**src/hdl/sori_consts.svh**
```systemverilog
// Purpose: Offsets, field positions, reset values and counts
// Assumes: Device offsets are 10-bit byte addresses on the register port
// Notes: Controller offsets are AHB-Lite byte addresses, one word each
`ifndef SORI_CONSTS_SVH
`define SORI_CONSTS_SVH

// Device register offsets
`define SORI_ADDR_SYNC 10'h210
`define SORI_ADDR_LEVEL 10'h211
`define SORI_ADDR_OVRCTL 10'h213
`define SORI_ADDR_START 10'h270
`define SORI_ADDR_PWR2 10'h29a

// Device reset values and implemented-bit masks
`define SORI_RST_SYNC 5'h03
`define SORI_RST_LEVEL 8'hf2
`define SORI_RST_STRETCH 3'h7
`define SORI_RST_PINEN 1'h0
`define SORI_RST_PWR2 8'h0f
`define SORI_MASK_SYNC 8'h1f
`define SORI_MASK_OVRCTL 8'h0f
`define SORI_MASK_FULL 8'hff
`define SORI_OVRCTL_EN_BIT 3

// Power-mode codes
`define SORI_PWR_LOW 8'h06
`define SORI_PWR_HIGH 8'h0f

// Over-range pulse: base length in sampling cycles, counter width
`define SORI_STRETCH_BASE 10'h004
`define SORI_STRETCH_W 10

// Cycles until the device reports its initialization finished
`define SORI_INIT_CYCLES 64

// Controller register offsets
`define SORI_H_DEVADDR 8'h00
`define SORI_H_WDATA 8'h04
`define SORI_H_CMD 8'h08
`define SORI_H_STATUS 8'h0c
`define SORI_H_RDATA 8'h10
`define SORI_H_LINK 8'h14

`endif

```
**src/hdl/sori_pkg.sv**
```systemverilog
// Purpose: Types shared by both ends
// Assumes: Four channels of 12-bit two's complement samples
// Notes: Constants live in sori_consts.svh
`default_nettype none
package sori_pkg;
    typedef logic [3:0][11:0] sori_samples_t;
    typedef logic [9:0] sori_addr_t;
    typedef enum logic [1:0] {
        HS_POLL,
        HS_POLL_WAIT,
        HS_IDLE,
        HS_WAIT
    } sori_hstate_e;
endpackage : sori_pkg
`default_nettype wire

```
**src/hdl/sori_if.sv**
```systemverilog
// Purpose: Register port, SYNC~ and link enable between controller and device
// Assumes: Both ends run on the same core_clk
// Notes: req is a one-cycle pulse; ack answers it one cycle later
`default_nettype none
interface sori_if;
    logic req;
    logic wr;
    logic [9:0] addr;
    logic [7:0] wdata;
    logic [7:0] rdata;
    logic ack;
    logic sync_n;
    logic link_en;
    modport dev (
        input req, wr, addr, wdata, sync_n, link_en,
        output rdata, ack
    );
    modport host (
        output req, wr, addr, wdata, sync_n, link_en,
        input rdata, ack
    );
endinterface : sori_if
`default_nettype wire

```
**src/hdl/sori_dev.sv**
```systemverilog
// Purpose: Device end: register bank, SYNC~ request filter, over-range pins
// Assumes: One sample per channel per core_clk; link clock is every second edge
// Notes: Register port answers one cycle after each request
//
// Summary of operation
// - Request after threshold plus one consecutive lows
// - SYNC~ sampled on half-rate link ticks
// - Shorter low pulses ignored as error reports
// - Threshold changed only with link disabled
// - Receiver sends no error pulses, threshold zero
// - Pin asserts when level reaches threshold
// - Pins held low unless enable bit set
// - Pulse lasts four times two-power field
// - Init bit reads one once setup done
// - No access before init bit reads one
// - Reserved fields written with default only
// - Power mode holds 0x06 or 0x0f only
// - Link off before power-mode change
`default_nettype none
`include "sori_consts.svh"
module sori_dev (
    // Clock and reset
    input wire logic core_clk,
    input wire logic rstn,
    // Link to the controller
    sori_if.dev link,
    // Converter samples
    input wire sori_pkg::sori_samples_t samples,
    // Status outputs
    output logic sync_request,
    output logic overrange_out_a,
    output logic overrange_out_b,
    output logic overrange_out_c,
    output logic overrange_out_d,
    output logic init_done,
    output logic [7:0] power_mode_code_second
);
    import sori_pkg::*;

    localparam int INIT_W = $clog2(`SORI_INIT_CYCLES + 1);

    // Magnitude of a sample reduced to the 8-bit threshold scale
    function automatic logic [7:0] level_of(input logic [11:0] s);
        logic [11:0] mag;
        mag = s[11] ? 12'(~s + 12'h001) : s;
        if (mag[11]) begin
            mag = 12'h7ff;
        end
        return mag[10:3];
    endfunction : level_of

    // Pulse length minus one for a given stretch field
    function automatic logic [`SORI_STRETCH_W-1:0] stretch_len(input logic [2:0] n);
        return `SORI_STRETCH_W'((`SORI_STRETCH_BASE << n) - 10'h001);
    endfunction : stretch_len

    logic [4:0] sync_request_count_ff;
    logic [7:0] overrange_level_field_ff;
    logic overrange_pin_enable_ff;
    logic [2:0] overrange_pulse_stretch_ff;
    logic [7:0] power_mode_code_second_ff;
    logic [INIT_W-1:0] init_cnt_ff;
    logic init_done_ff;
    logic ack_ff;
    logic [7:0] rdata_ff;
    logic [7:0] rd_val;
    logic link_tick_ff;
    logic [5:0] low_cnt_ff;
    logic [5:0] nxt_low_cnt;
    logic sync_request_ff;
    logic [3:0] ovr_ff;
    logic [`SORI_STRETCH_W-1:0] stretch_cnt_ff [4];
    logic [3:0] hit;
    logic wr_take;

    assign wr_take = link.req & link.wr;

    // Initialization sequence after reset
    always_ff @(posedge core_clk) begin : init_seq
        if (!rstn) begin
            init_cnt_ff <= '0;
            init_done_ff <= 1'b0;
        end else if (!init_done_ff) begin
            init_cnt_ff <= INIT_W'(init_cnt_ff + 1'b1);
            init_done_ff <= (init_cnt_ff == INIT_W'(`SORI_INIT_CYCLES - 1));
        end
    end

    // Writable configuration; reserved bits are not stored
    always_ff @(posedge core_clk) begin : cfg_regs
        if (!rstn) begin
            sync_request_count_ff <= `SORI_RST_SYNC;
            overrange_level_field_ff <= `SORI_RST_LEVEL;
            overrange_pin_enable_ff <= `SORI_RST_PINEN;
            overrange_pulse_stretch_ff <= `SORI_RST_STRETCH;
            power_mode_code_second_ff <= `SORI_RST_PWR2;
        end else if (wr_take) begin
            case (link.addr)
                `SORI_ADDR_SYNC: begin
                    sync_request_count_ff <= link.wdata[4:0];
                end
                `SORI_ADDR_LEVEL: begin
                    overrange_level_field_ff <= link.wdata;
                end
                `SORI_ADDR_OVRCTL: begin
                    overrange_pin_enable_ff <= link.wdata[`SORI_OVRCTL_EN_BIT];
                    overrange_pulse_stretch_ff <= link.wdata[2:0];
                end
                `SORI_ADDR_PWR2: begin
                    power_mode_code_second_ff <= link.wdata;
                end
                default: begin
                end
            endcase
        end
    end

    // Read mux; unmapped offsets read zero
    always_comb begin : rd_mux
        rd_val = 8'h00;
        case (link.addr)
            `SORI_ADDR_SYNC: begin
                rd_val = {3'h0, sync_request_count_ff};
            end
            `SORI_ADDR_LEVEL: begin
                rd_val = overrange_level_field_ff;
            end
            `SORI_ADDR_OVRCTL: begin
                rd_val = {4'h0, overrange_pin_enable_ff, overrange_pulse_stretch_ff};
            end
            `SORI_ADDR_START: begin
                rd_val = {7'h00, init_done_ff};
            end
            `SORI_ADDR_PWR2: begin
                rd_val = power_mode_code_second_ff;
            end
            default: begin
                rd_val = 8'h00;
            end
        endcase
    end

    // Answer every request one cycle later
    always_ff @(posedge core_clk) begin : reg_answer
        if (!rstn) begin
            ack_ff <= 1'b0;
            rdata_ff <= 8'h00;
        end else begin
            ack_ff <= link.req;
            if (link.req && !link.wr) begin
                rdata_ff <= rd_val;
            end
        end
    end

    // Link clock tick at half the sample rate
    always_ff @(posedge core_clk) begin : link_tick
        if (!rstn) begin
            link_tick_ff <= 1'b0;
        end else begin
            link_tick_ff <= !link_tick_ff;
        end
    end

    assign nxt_low_cnt = (low_cnt_ff == 6'h3f) ? low_cnt_ff : 6'(low_cnt_ff + 6'h01);

    // SYNC~ filter: consecutive low samples counted on link ticks
    always_ff @(posedge core_clk) begin : sync_filter
        if (!rstn || !link.link_en) begin
            low_cnt_ff <= 6'h00;
            sync_request_ff <= 1'b0;
        end else if (link_tick_ff) begin
            if (link.sync_n) begin
                // A short low ends here without effect
                low_cnt_ff <= 6'h00;
                sync_request_ff <= 1'b0;
            end else begin
                low_cnt_ff <= nxt_low_cnt;
                sync_request_ff <= (nxt_low_cnt > {1'b0, sync_request_count_ff});
            end
        end
    end

    // Per-channel threshold compare
    always_comb begin : ovr_compare
        hit = 4'h0;
        for (int ch = 0; ch < 4; ch++) begin
            hit[ch] = (level_of(samples[ch]) >= overrange_level_field_ff);
        end
    end

    // Over-range pulse stretch, one counter per channel
    always_ff @(posedge core_clk) begin : ovr_stretch
        if (!rstn) begin
            ovr_ff <= 4'h0;
            for (int ch = 0; ch < 4; ch++) begin
                stretch_cnt_ff[ch] <= '0;
            end
        end else begin
            for (int ch = 0; ch < 4; ch++) begin
                if (!overrange_pin_enable_ff) begin
                    ovr_ff[ch] <= 1'b0;
                    stretch_cnt_ff[ch] <= '0;
                end else if (hit[ch]) begin
                    ovr_ff[ch] <= 1'b1;
                    stretch_cnt_ff[ch] <= stretch_len(overrange_pulse_stretch_ff);
                end else if (stretch_cnt_ff[ch] != '0) begin
                    ovr_ff[ch] <= 1'b1;
                    stretch_cnt_ff[ch] <= `SORI_STRETCH_W'(stretch_cnt_ff[ch] - 1'b1);
                end else begin
                    ovr_ff[ch] <= 1'b0;
                end
            end
        end
    end

    assign link.ack = ack_ff;
    assign link.rdata = rdata_ff;
    assign sync_request = sync_request_ff;
    assign overrange_out_a = ovr_ff[0];
    assign overrange_out_b = ovr_ff[1];
    assign overrange_out_c = ovr_ff[2];
    assign overrange_out_d = ovr_ff[3];
    assign init_done = init_done_ff;
    assign power_mode_code_second = power_mode_code_second_ff;

endmodule : sori_dev
`default_nettype wire

```
**src/flat_wrapper.sv**
```systemverilog
// flat-port wrapper written by rule: the top's interface ports become plain ports
module sori_dev_flat import sori_pkg::*;
  (core_clk, rstn, samples, sync_request, overrange_out_a, overrange_out_b, overrange_out_c, overrange_out_d, init_done, power_mode_code_second, link_req, link_wr, link_addr, link_wdata, link_sync_n, link_link_en, link_rdata, link_ack);
  sori_if link_i ();
  input wire logic core_clk;
  input wire logic rstn;
  input wire sori_pkg::sori_samples_t samples;
  output logic sync_request;
  output logic overrange_out_a;
  output logic overrange_out_b;
  output logic overrange_out_c;
  output logic overrange_out_d;
  output logic init_done;
  output logic [7:0] power_mode_code_second;
  input wire logic [$bits(link_i.req)-1:0] link_req;
  input wire logic [$bits(link_i.wr)-1:0] link_wr;
  input wire logic [$bits(link_i.addr)-1:0] link_addr;
  input wire logic [$bits(link_i.wdata)-1:0] link_wdata;
  input wire logic [$bits(link_i.sync_n)-1:0] link_sync_n;
  input wire logic [$bits(link_i.link_en)-1:0] link_link_en;
  output wire logic [$bits(link_i.rdata)-1:0] link_rdata;
  output wire logic [$bits(link_i.ack)-1:0] link_ack;
  assign link_i.req = link_req;
  assign link_i.wr = link_wr;
  assign link_i.addr = link_addr;
  assign link_i.wdata = link_wdata;
  assign link_i.sync_n = link_sync_n;
  assign link_i.link_en = link_link_en;
  assign link_rdata = link_i.rdata;
  assign link_ack = link_i.ack;
  sori_dev u_core (.core_clk(core_clk), .rstn(rstn), .link(link_i), .samples(samples), .sync_request(sync_request), .overrange_out_a(overrange_out_a), .overrange_out_b(overrange_out_b), .overrange_out_c(overrange_out_c), .overrange_out_d(overrange_out_d), .init_done(init_done), .power_mode_code_second(power_mode_code_second));
endmodule
```
**config.mk**
```make
export PLATFORM = sky130hd
export DESIGN_NAME = sori_dev_flat
export DESIGN_NICKNAME = d
export VERILOG_FILES = /design/src/hdl/sori_pkg.sv /design/src/hdl/sori_if.sv /design/src/hdl/sori_dev.sv /design/src/flat_wrapper.sv
export VERILOG_INCLUDE_DIRS = /design/src /design/src/hdl
export SDC_FILE = /design/constraint.sdc
export NUM_CORES = 1
export LEC_CHECK = 0
export ABC_AREA = 1
export BUFFER_PORTS_ARGS = -buffer_cell sky130_fd_sc_hd__buf_2
export CORE_UTILIZATION = 53
export DETAILED_ROUTE_END_ITERATION = 6
export PLACE_DENSITY = 0.78
export SETUP_SLACK_MARGIN = 0.5
export SKIP_LAST_GASP = 1
export SLEW_MARGIN = 20
export SYNTH_ARGS = -nofsm -noshare
export SYNTH_HDL_FRONTEND = slang
export SYNTH_SLANG_ARGS = --single-unit
```
**constraint.sdc**
```tcl
create_clock -name core_clk -period 2.7 [get_ports core_clk]
set_clock_uncertainty 0.2 [all_clocks]
set_input_delay 0.135 -clock core_clk [delete_from_list [all_inputs] [get_ports core_clk]]
set_output_delay 0.135 -clock core_clk [all_outputs]
set_load 0.02 [all_outputs]
```
After elaboration in Yosys (flattened, before gate mapping)
Memories as Yosys holds them, arrays and structs flattened.
Cells that the tools add are included.
- bits in registers: 54
- bits in writable memories: 40
- input bits: 72
- output and inout port bits: 23
- memories: 1
- add/sub/neg operators: 11
- magnitude comparators: 5
- equal/unequal tests: 7
- shift operators: 1
- multiplexer cells: 69
- bitwise logic cells: 17
- reduce and logical (&&, ||, !) cells: 15
- memories (memory ; depth ; bits a word ; read ports ; clocked after memory_dff ; wr ports ; RTL line ; RTL):
    u_core.stretch_cnt_ff ; 4 ; 10 ; 4 ; 0 ; 4 ; sori_dev.sv:72 ; logic [`SORI_STRETCH_W-1:0] stretch_cnt_ff [4];
- operators by type and width (operator ; number):
    10-bit two-way mux ; 12
    10-bit == test (second input constant) ; 5
    10-bit by 1-bit subtractor with 10-bit output (second input constant) ; 5
    12-bit by 1-bit adder with 12-bit output (second input constant) ; 4
    12-bit two-way mux ; 4
    12-bit NOT ; 4
    1-bit two-way mux ; 46
    11-bit two-way mux ; 4
    8-bit one-hot mux with 5 select lines ; 1
    10-bit nonzero test ; 4
    8-bit greater-or-equal comparator ; 4
    6-bit two-way mux ; 2
    1-bit OR ; 12
    2-bit AND reduction ; 5
    3-bit by 3-bit left shift with 10-bit output (first input constant) ; 1
    7-bit by 1-bit adder with 7-bit output (second input constant) ; 1
    7-bit by 6-bit == test with 1-bit output (second input constant) ; 1
    6-bit by 1-bit adder with 6-bit output (second input constant) ; 1
    6-bit == test (second input constant) ; 1
    6-bit by 5-bit greater-than comparator with 1-bit output ; 1
    1-bit logical NOT ; 4
    1-bit AND ; 1
    1-bit logical AND ; 1
    1-bit logical OR ; 1

Logic depth before layout (Yosys ltp)
Gate-level depths: netlist of the first run.
- word-level depth: 11
- gate-level depth with buffers: 18
- gate-level depth less buffers: 18

Worst setup path after synthesis of the first run
Ideal clock, no wire load.
- path kind: input to register
- start: in samples[13] in the netlist's numbering
- end: mem u_core.stretch_cnt_ff[0][10] in the netlist's numbering (enable)
- setup time: 0.350 ns
- arrival time: 2.103 ns
- data required time: 2.150 ns
- slack: 0.047 ns
- stages on the path: 14
- buffers on the path: 0
- cells stage by stage: nor2_1 nand2_1 nor2_1 nand3_1 nor2_1 nand2_1 nand2_1 ha_1 a21oi_1 o21ai_0 a21oi_1 nand2_1 nand2_1 nand3_1
- RTL lines (element ; RTL line ; RTL):
    start: declaration ; flat_wrapper.sv:7 ; input wire sori_pkg::sori_samples_t samples;
    end: declaration ; sori_dev.sv:72 ;

==> results of run 1 <==
## synth_stat cells (3+ instances only)
| master | count |
|---|---|
| ha_1 | 44 |
| nand4_1 | 16 |
| dfxtp_1 | 54 |
| xor2_1 | 37 |
| o21a_1 | 4 |
| buf_2 | 4 |
| inv_1 | 115 |
| clkbuf_1 | 5 |
| nand2_2 | 5 |
| o211ai_1 | 12 |
| a21oi_1 | 50 |
| o22ai_1 | 3 |
| nor2_4 | 7 |
| o21ai_0 | 70 |
| o21ai_1 | 4 |
| nor2_1 | 76 |
| nand3b_1 | 7 |
| o211ai_2 | 4 |
| nor3_1 | 12 |
| nand3_1 | 72 |
| nand2_1 | 212 |
| and2_1 | 3 |
| edfxtp_1 | 40 |
| inv_2 | 5 |
| or2_2 | 3 |
| xnor2_1 | 10 |
| nor2_2 | 4 |
## worst max-delay path, stage by stage
cell	delay, ns
buf_2	0.11
nor2_4	0.12
nand2_2	0.09
nor2_4	0.12
nand3_4	0.10
nor2_4	0.15
o21ai_2	0.08
o21ai_1	0.09
ha_1	0.29
a21oi_2	0.17
o21a_1	0.18
nand3_4	0.16
nor2_4	0.27
nand2_1	0.11
o21ai_1	0.08
## cells by family after synthesis
group	share of synthesized area
AND/OR/NAND/NOR	0.2954
AO/OA/AOI/OAI	0.1314
XOR/XNOR	0.06257
flip-flops	0.3469
adder cells (fa/ha/maj)	0.08368
buffers and inverters	0.08007
## path summary, 6_finish.rpt
kind | start | end | slack, ns | depth (start not counted)
hold / removal | rstn | u_core.overrange_level_field_ff[6]$_SDFFE_PN1P_ | 0.09 | 3
setup reg to reg | u_core.overrange_level_field_ff[3]$_SDFFE_PN0P_ | u_core.stretch_cnt_ff[0][3]$_SDFFCE_PN0P_ | 0.47 | 9
hold reg to reg | u_core.link_tick_ff$_SDFF_PN0_ | u_core.link_tick_ff$_SDFF_PN0_ | 0.23 | 1
setup / recovery | samples[1] | u_core.stretch_cnt_ff[0][3]$_SDFFCE_PN0P_ | 0.44 | 15
## registers in the layout, indices dropped and copies added (netlist names)
name and count:
u_core.link.ack 1, u_core.link.rdata 8, u_core.overrange_pulse_stretch_ff 3, u_core.link_tick_ff 1
u_core.overrange_pin_enable_ff 1, u_core.overrange_level_field_ff 8, u_core.stretch_cnt_ff 40, u_core.sync_request 1
u_core.low_cnt_ff 6, u_core.init_done 1, u_core.ovr_ff 4, u_core.sync_request_count_ff 5
u_core.power_mode_code_second 8, u_core.init_cnt_ff 7
## final cells by class
| cell class | count | share of cell area |
|---|---|---|
| timing repair inverter | 1 | 0.0007083 |
| multi-input combinational | 678 | 0.5291 |
| clock inverter | 5 | 0.003400 |
| inverter | 121 | 0.05369 |
| clock buffer | 11 | 0.02890 |
| sequential | 94 | 0.2592 |
| timing repair buffer | 130 | 0.1011 |
| tap | 168 | 0.02380 |
## where the power goes
part / internal [W] / switching, W
logic: 0.000194 / 0.000265
registers: 0.00147 / 0.00000526
clock network: 0.000683 / 0.000558
total: 0.00235 / 0.000828
## per-stage QoR
stage | instances | utilization | power (W)
2_1_floorplan | 897 | - | 0.001723
3_3_place_gp | 1152 | 0.6147 | 0.001838
3_5_place_dp | 1152 | 0.6147 | 0.001846
4_1_cts | 1185 | 0.6565 | 0.003074
5_1_grt | 1208 | 0.7323 | 0.003281
6_report | 1208 | 0.7323 | 0.003180
## placed cells by master (no fill, tap or decap), types with 17 or more instances in the layout
cell type  count
ha_1          31
inv_1        102
a21oi_1       36
o21ai_0       32
edfxtp_1      40
nand3_2       17
dfxtp_1       50
nand2_1      172
nor2_1        53
nand3_1       45
o21ai_1       31
nand2_2       30
nor2_4        22
nand2_4       17
xor2_1        36
buf_4         17
buf_2         84
## metal layers
layer  GRT usage  vias to the layer above  wire length, um
li1            -                     3275                -
met1      0.3276                     3091             7463
met2      0.4233                      197             8953
met3     0.03666                       29              766
met4     0.09474                        0              334
met5           0                        -                0
## what timing repair did
item,4_1_cts,5_1_grt
hold buffers,12,0
buffers inserted,3,17
endpoints found under the setup margin,42,81
hold endpoints to repair,40,0
gates cloned,2,6
pin swaps,12,90
gates resized for setup,16,197
==> impl_metrics.env, run 1 <==
export IMPL_clock_sinks=94
export IMPL_dp_slack_ns=0.05780
export IMPL_max_freq_mhz=442.2
export IMPL_hold_viol=0
export IMPL_fin_crit_sh=0.8375
export IMPL_viasPerCell=5.457
export IMPL_multiInputGateArea_mm2=0.004673
export IMPL_htreeDepth=3
export IMPL_grt_pass1_wl_um=25750
export IMPL_yosysSeqAreaShare=0.3469
export IMPL_synthFlopType="dfxtp_1"
export IMPL_period_needed_ns=2.261
export IMPL_cp_arrival_ns=2.27
export IMPL_placed_cell_area_mm2=0.007415
export IMPL_grt_max_degree=34
export IMPL_syn_inst=897
export IMPL_slew_headroom=0.6748
export IMPL_yosys_warnings=0
export IMPL_drt_pre_antenna_iters=5
export IMPL_coreArea_mm2=0.01206
export IMPL_post_drt_wl_per_cell_um=14.50
export IMPL_synth_edf_count=40
export IMPL_pwr_density_cell_mw_per_mm2=360.1
export IMPL_grt_pass1_vias=5705
export IMPL_drt_wl_total_um=17520
export IMPL_final_layout_size_suffix_gt1_frac=0.3173
export IMPL_finalSetupTns_ns=0
export IMPL_syn_area_mm2=0.006579
export IMPL_ys_ff_latch=94
export IMPL_root_buffer="clkbuf_16"
export IMPL_cp_end_kind="flip-flop"
export IMPL_die_h_um=113.4
export IMPL_yosys_area_top_type="edfxtp_1"
export IMPL_clk_latency_ns=0.36
export IMPL_vias=6592
export IMPL_synth_net_count=1013
export IMPL_die_area_mm2=0.01286
export IMPL_worstMarginPinSlew_ns=0.4878
export IMPL_drt_iter0_drc=417
export IMPL_nFillCells=877
export IMPL_leakage_nw=4.209
export IMPL_setup_viol_count_final=0
export IMPL_portBuffers=94
export IMPL_crit_path_start_kind="input port"
export IMPL_status="completed"
export IMPL_syn_to_final_growth_pct=34.25
export IMPL_required_ns=2.71
export IMPL_clk_pin_slew_ns=0.07
export IMPL_path_class="input port to flip-flop"
export IMPL_initial_core_util=0.5454
export IMPL_ant_nets=0
export IMPL_drv_cap=0
export IMPL_cts_tree="done"
export IMPL_overflow=0
export IMPL_avgSynthCellArea_um2=7.334
export IMPL_hold_class="input port to flip-flop"
export IMPL_ir_drop_uv=241.3
export IMPL_die_x_um=113.4
export IMPL_rows=40
export IMPL_ff_latch_area_mm2=0.002290
export IMPL_nets=1151
export IMPL_antenna_cells=0
export IMPL_final_area_mm2=0.008832
export IMPL_antenna_found_initial=0
export IMPL_synth_cell_types=41
export IMPL_io_pins=95
export IMPL_worstPathMaxFanout=8
export IMPL_rsz0062_at_grt="true"
export IMPL_clk_path_buf_depth=2
export IMPL_slew_viol_final=0
export IMPL_grtUsageTotal=0.2512
export IMPL_hpwl_um=11480
export IMPL_drc=0
export IMPL_synthTopCellsByArea="edfxtp_1, dfxtp_1, nand2_1, ha_1, inv_1"
export IMPL_ys_async_sr_fraction=0
export IMPL_synth_top_area_share=0.1826
export IMPL_holdWs_ns=0.08630
export IMPL_worst_slack_ns=0.4388
export IMPL_cts_buffers=9
export IMPL_gp_congestion=0.8902
No activity file was read; power rests on OpenSTA's default activity.
==> inputs of run 2 (changes only) <==
==> constraint.sdc (replaced) <==
create_clock -name core_clk -period 1.8 [get_ports core_clk]
set_clock_uncertainty 0.2 [all_clocks]
set_input_delay 0.09 -clock core_clk [delete_from_list [all_inputs] [get_ports core_clk]]
set_output_delay 0.09 -clock core_clk [all_outputs]
set_load 0.02 [all_outputs]
==> run 2 against run 1 <==
Compared with the run above:
- flip-flop and latch count stayed put
- cell count is 11% higher
- via count is 20% higher
- sequential share of layout area is 3.5 points lower
- worst setup slack worse by 0.99 ns
- largest power group unchanged
- the run now ends with hold timing, setup timing left
- register-to-register slack worse by 0.99 ns
==> impl_metrics.env, run 2 (same netlist as run 1, synthesis figures left out) <==
export IMPL_power_w=0.005044
export IMPL_post_drt_wl_per_cell_um=18.69
export IMPL_drc=0
export IMPL_ant_nets=0
export IMPL_worstMarginPinSlew_ns=0.5229
export IMPL_ir_drop_uv=419.9
export IMPL_drt_pre_antenna_iters=6
export IMPL_initial_core_util=0.5454
export IMPL_drv_cap=0
export IMPL_overflow=0
export IMPL_rsz0062_at_grt="true"
export IMPL_die_x_um=113.4
export IMPL_worstPathMaxFanout=3
export IMPL_hpwl_um=12800
export IMPL_drt_wl_total_um=25030
export IMPL_coreArea_mm2=0.01206
export IMPL_cts_tree="done"
export IMPL_cp_arrival_ns=2.27
export IMPL_grtUsageTotal=0.3078
export IMPL_nets=1282
export IMPL_slew_viol_final=0
export IMPL_antenna_cells=0
export IMPL_drt_iter0_drc=628
export IMPL_fin_crit_sh=1.308
export IMPL_grt_pass1_wl_um=31300
export IMPL_syn_to_final_growth_pct=55.78
export IMPL_die_area_mm2=0.01286
export IMPL_io_pins=95
export IMPL_pwr_density_cell_mw_per_mm2=492.1
export IMPL_grt_pass1_vias=6965
export IMPL_rows=40
export IMPL_viasPerCell=5.931
export IMPL_clk_path_buf_depth=2
export IMPL_grt_max_degree=34
export IMPL_status="complete, but fails checks"
export IMPL_violations="hold timing, setup timing"
export IMPL_vias=7942
export IMPL_cp_end_kind="flip-flop"
export IMPL_holdWs_ns=-0.07388
export IMPL_clk_latency_ns=0.37
export IMPL_die_h_um=113.4
export IMPL_clock_sinks=94
export IMPL_gp_congestion=0.8845
export IMPL_dp_slack_ns=-0.8024
export IMPL_leakage_nw=4.952
export IMPL_final_common_cell="nand2_1"
export IMPL_path_class="input port to flip-flop"
export IMPL_required_ns=1.72
export IMPL_slew_headroom=0.6477
export IMPL_final_layout_size_suffix_gt1_frac=0.4372
export IMPL_most_common_layout_cells="nand2_1, buf_4, inv_1"
export IMPL_cts_buffers=9
export IMPL_clk_pin_slew_ns=0.07
export IMPL_fin_util=0.8497
export IMPL_rrSetupSlack_ns=-0.52
export IMPL_hold_class="input port to flip-flop"
export IMPL_worst_slack_ns=-0.5546
export IMPL_htreeDepth=3
export IMPL_top_register="u_core.stretch_cnt_ff"
export IMPL_finalSetupTns_ns=-39.21
export IMPL_setup_viol_count_final=85
export IMPL_antenna_found_initial=0
export IMPL_root_buffer="clkbuf_16"
export IMPL_period_needed_ns=2.355
export IMPL_hold_viol=9
export IMPL_largest_reg_flops=40
export IMPL_max_freq_mhz=424.7
export IMPL_crit_path_start_kind="input port"
export IMPL_cts_hold_fix_buffers=10
export IMPL_portBuffers=94
==> run 2: metrics by stage <==
step	area [um2]	cells	hold WS, ns
after floorplan	6842	897	-0.01237
after global placement	8310	1259	0.1351
after detailed placement	8310	1259	0.1366
after CTS	9429	1311	-0.08530
after global routing	10250	1339	-0.07676
final	10250	1339	-0.07388
==> run 2: critical path: stages <==
cell and delay (ns):
buf_6 0.10, nor2_4 0.10, nand2_2 0.08, nor2_4 0.16
nand3_4 0.11, nor2_4 0.14, o21ai_2 0.06, o21ai_1 0.11
ha_1 0.30, a21oi_2 0.16, o21ai_2 0.07, a21oi_2 0.14
nand2_2 0.17, buf_12 0.17, buf_4 0.13, nand3b_1 0.10
nand2_1 0.09
==> run 2: timing repair <==
action / 4_1_cts / 5_1_grt
endpoints found under the hold margin: 41 / 8
cloned: 7 / 0
buffers inserted: 19 / 28
pin swaps: 95 / 83
gates resized for setup: 139 / 145
setup endpoints to repair: 94 / 109
==> run 2: final timing paths <==
| path | from | end | depth (start not counted) |
|---|---|---|---|
| setup / recovery | samples[14] | u_core.stretch_cnt_ff[0][13]$_SDFFCE_PN0P_ | 17 |
| hold / removal | link_wr | u_core.link.rdata[7]$_SDFFE_PN0P_ | 4 |
| setup reg to reg | u_core.overrange_level_field_ff[2]$_SDFFE_PN0P_ | u_core.stretch_cnt_ff[0][13]$_SDFFCE_PN0P_ | 10 |
| hold reg to reg | u_core.link_tick_ff$_SDFF_PN0_ | u_core.link_tick_ff$_SDFF_PN0_ | 1 |
==> run 2: layer usage <==
layer | routed length [um] | track usage | part of all wire
met5 | 0 | 0 | 0
met4 | 1724 | 0.1412 | 0.069
met2 | 12660 | 0.5669 | 0.51
met3 | 1992 | 0.05845 | 0.080
met1 | 8657 | 0.3430 | 0.35
==> run 2: cell type report <==
type,instances,area [um2]
inverters,121,474.2
well taps,168,210.2
fillers,585,1813
repair inverters,1,7.507
repair buffers,262,2009
clock buffers,11,252.7
multi-input cells,677,4959
clock inverters,5,41.29
flip-flops and latches,94,2295
==> run 2: where the power goes <==
part           total, W  internal, W  switching [W]
combinational  0.000858     0.000381       0.000477
sequential      0.00222      0.00221      0.0000116
clock           0.00196      0.00103       0.000934
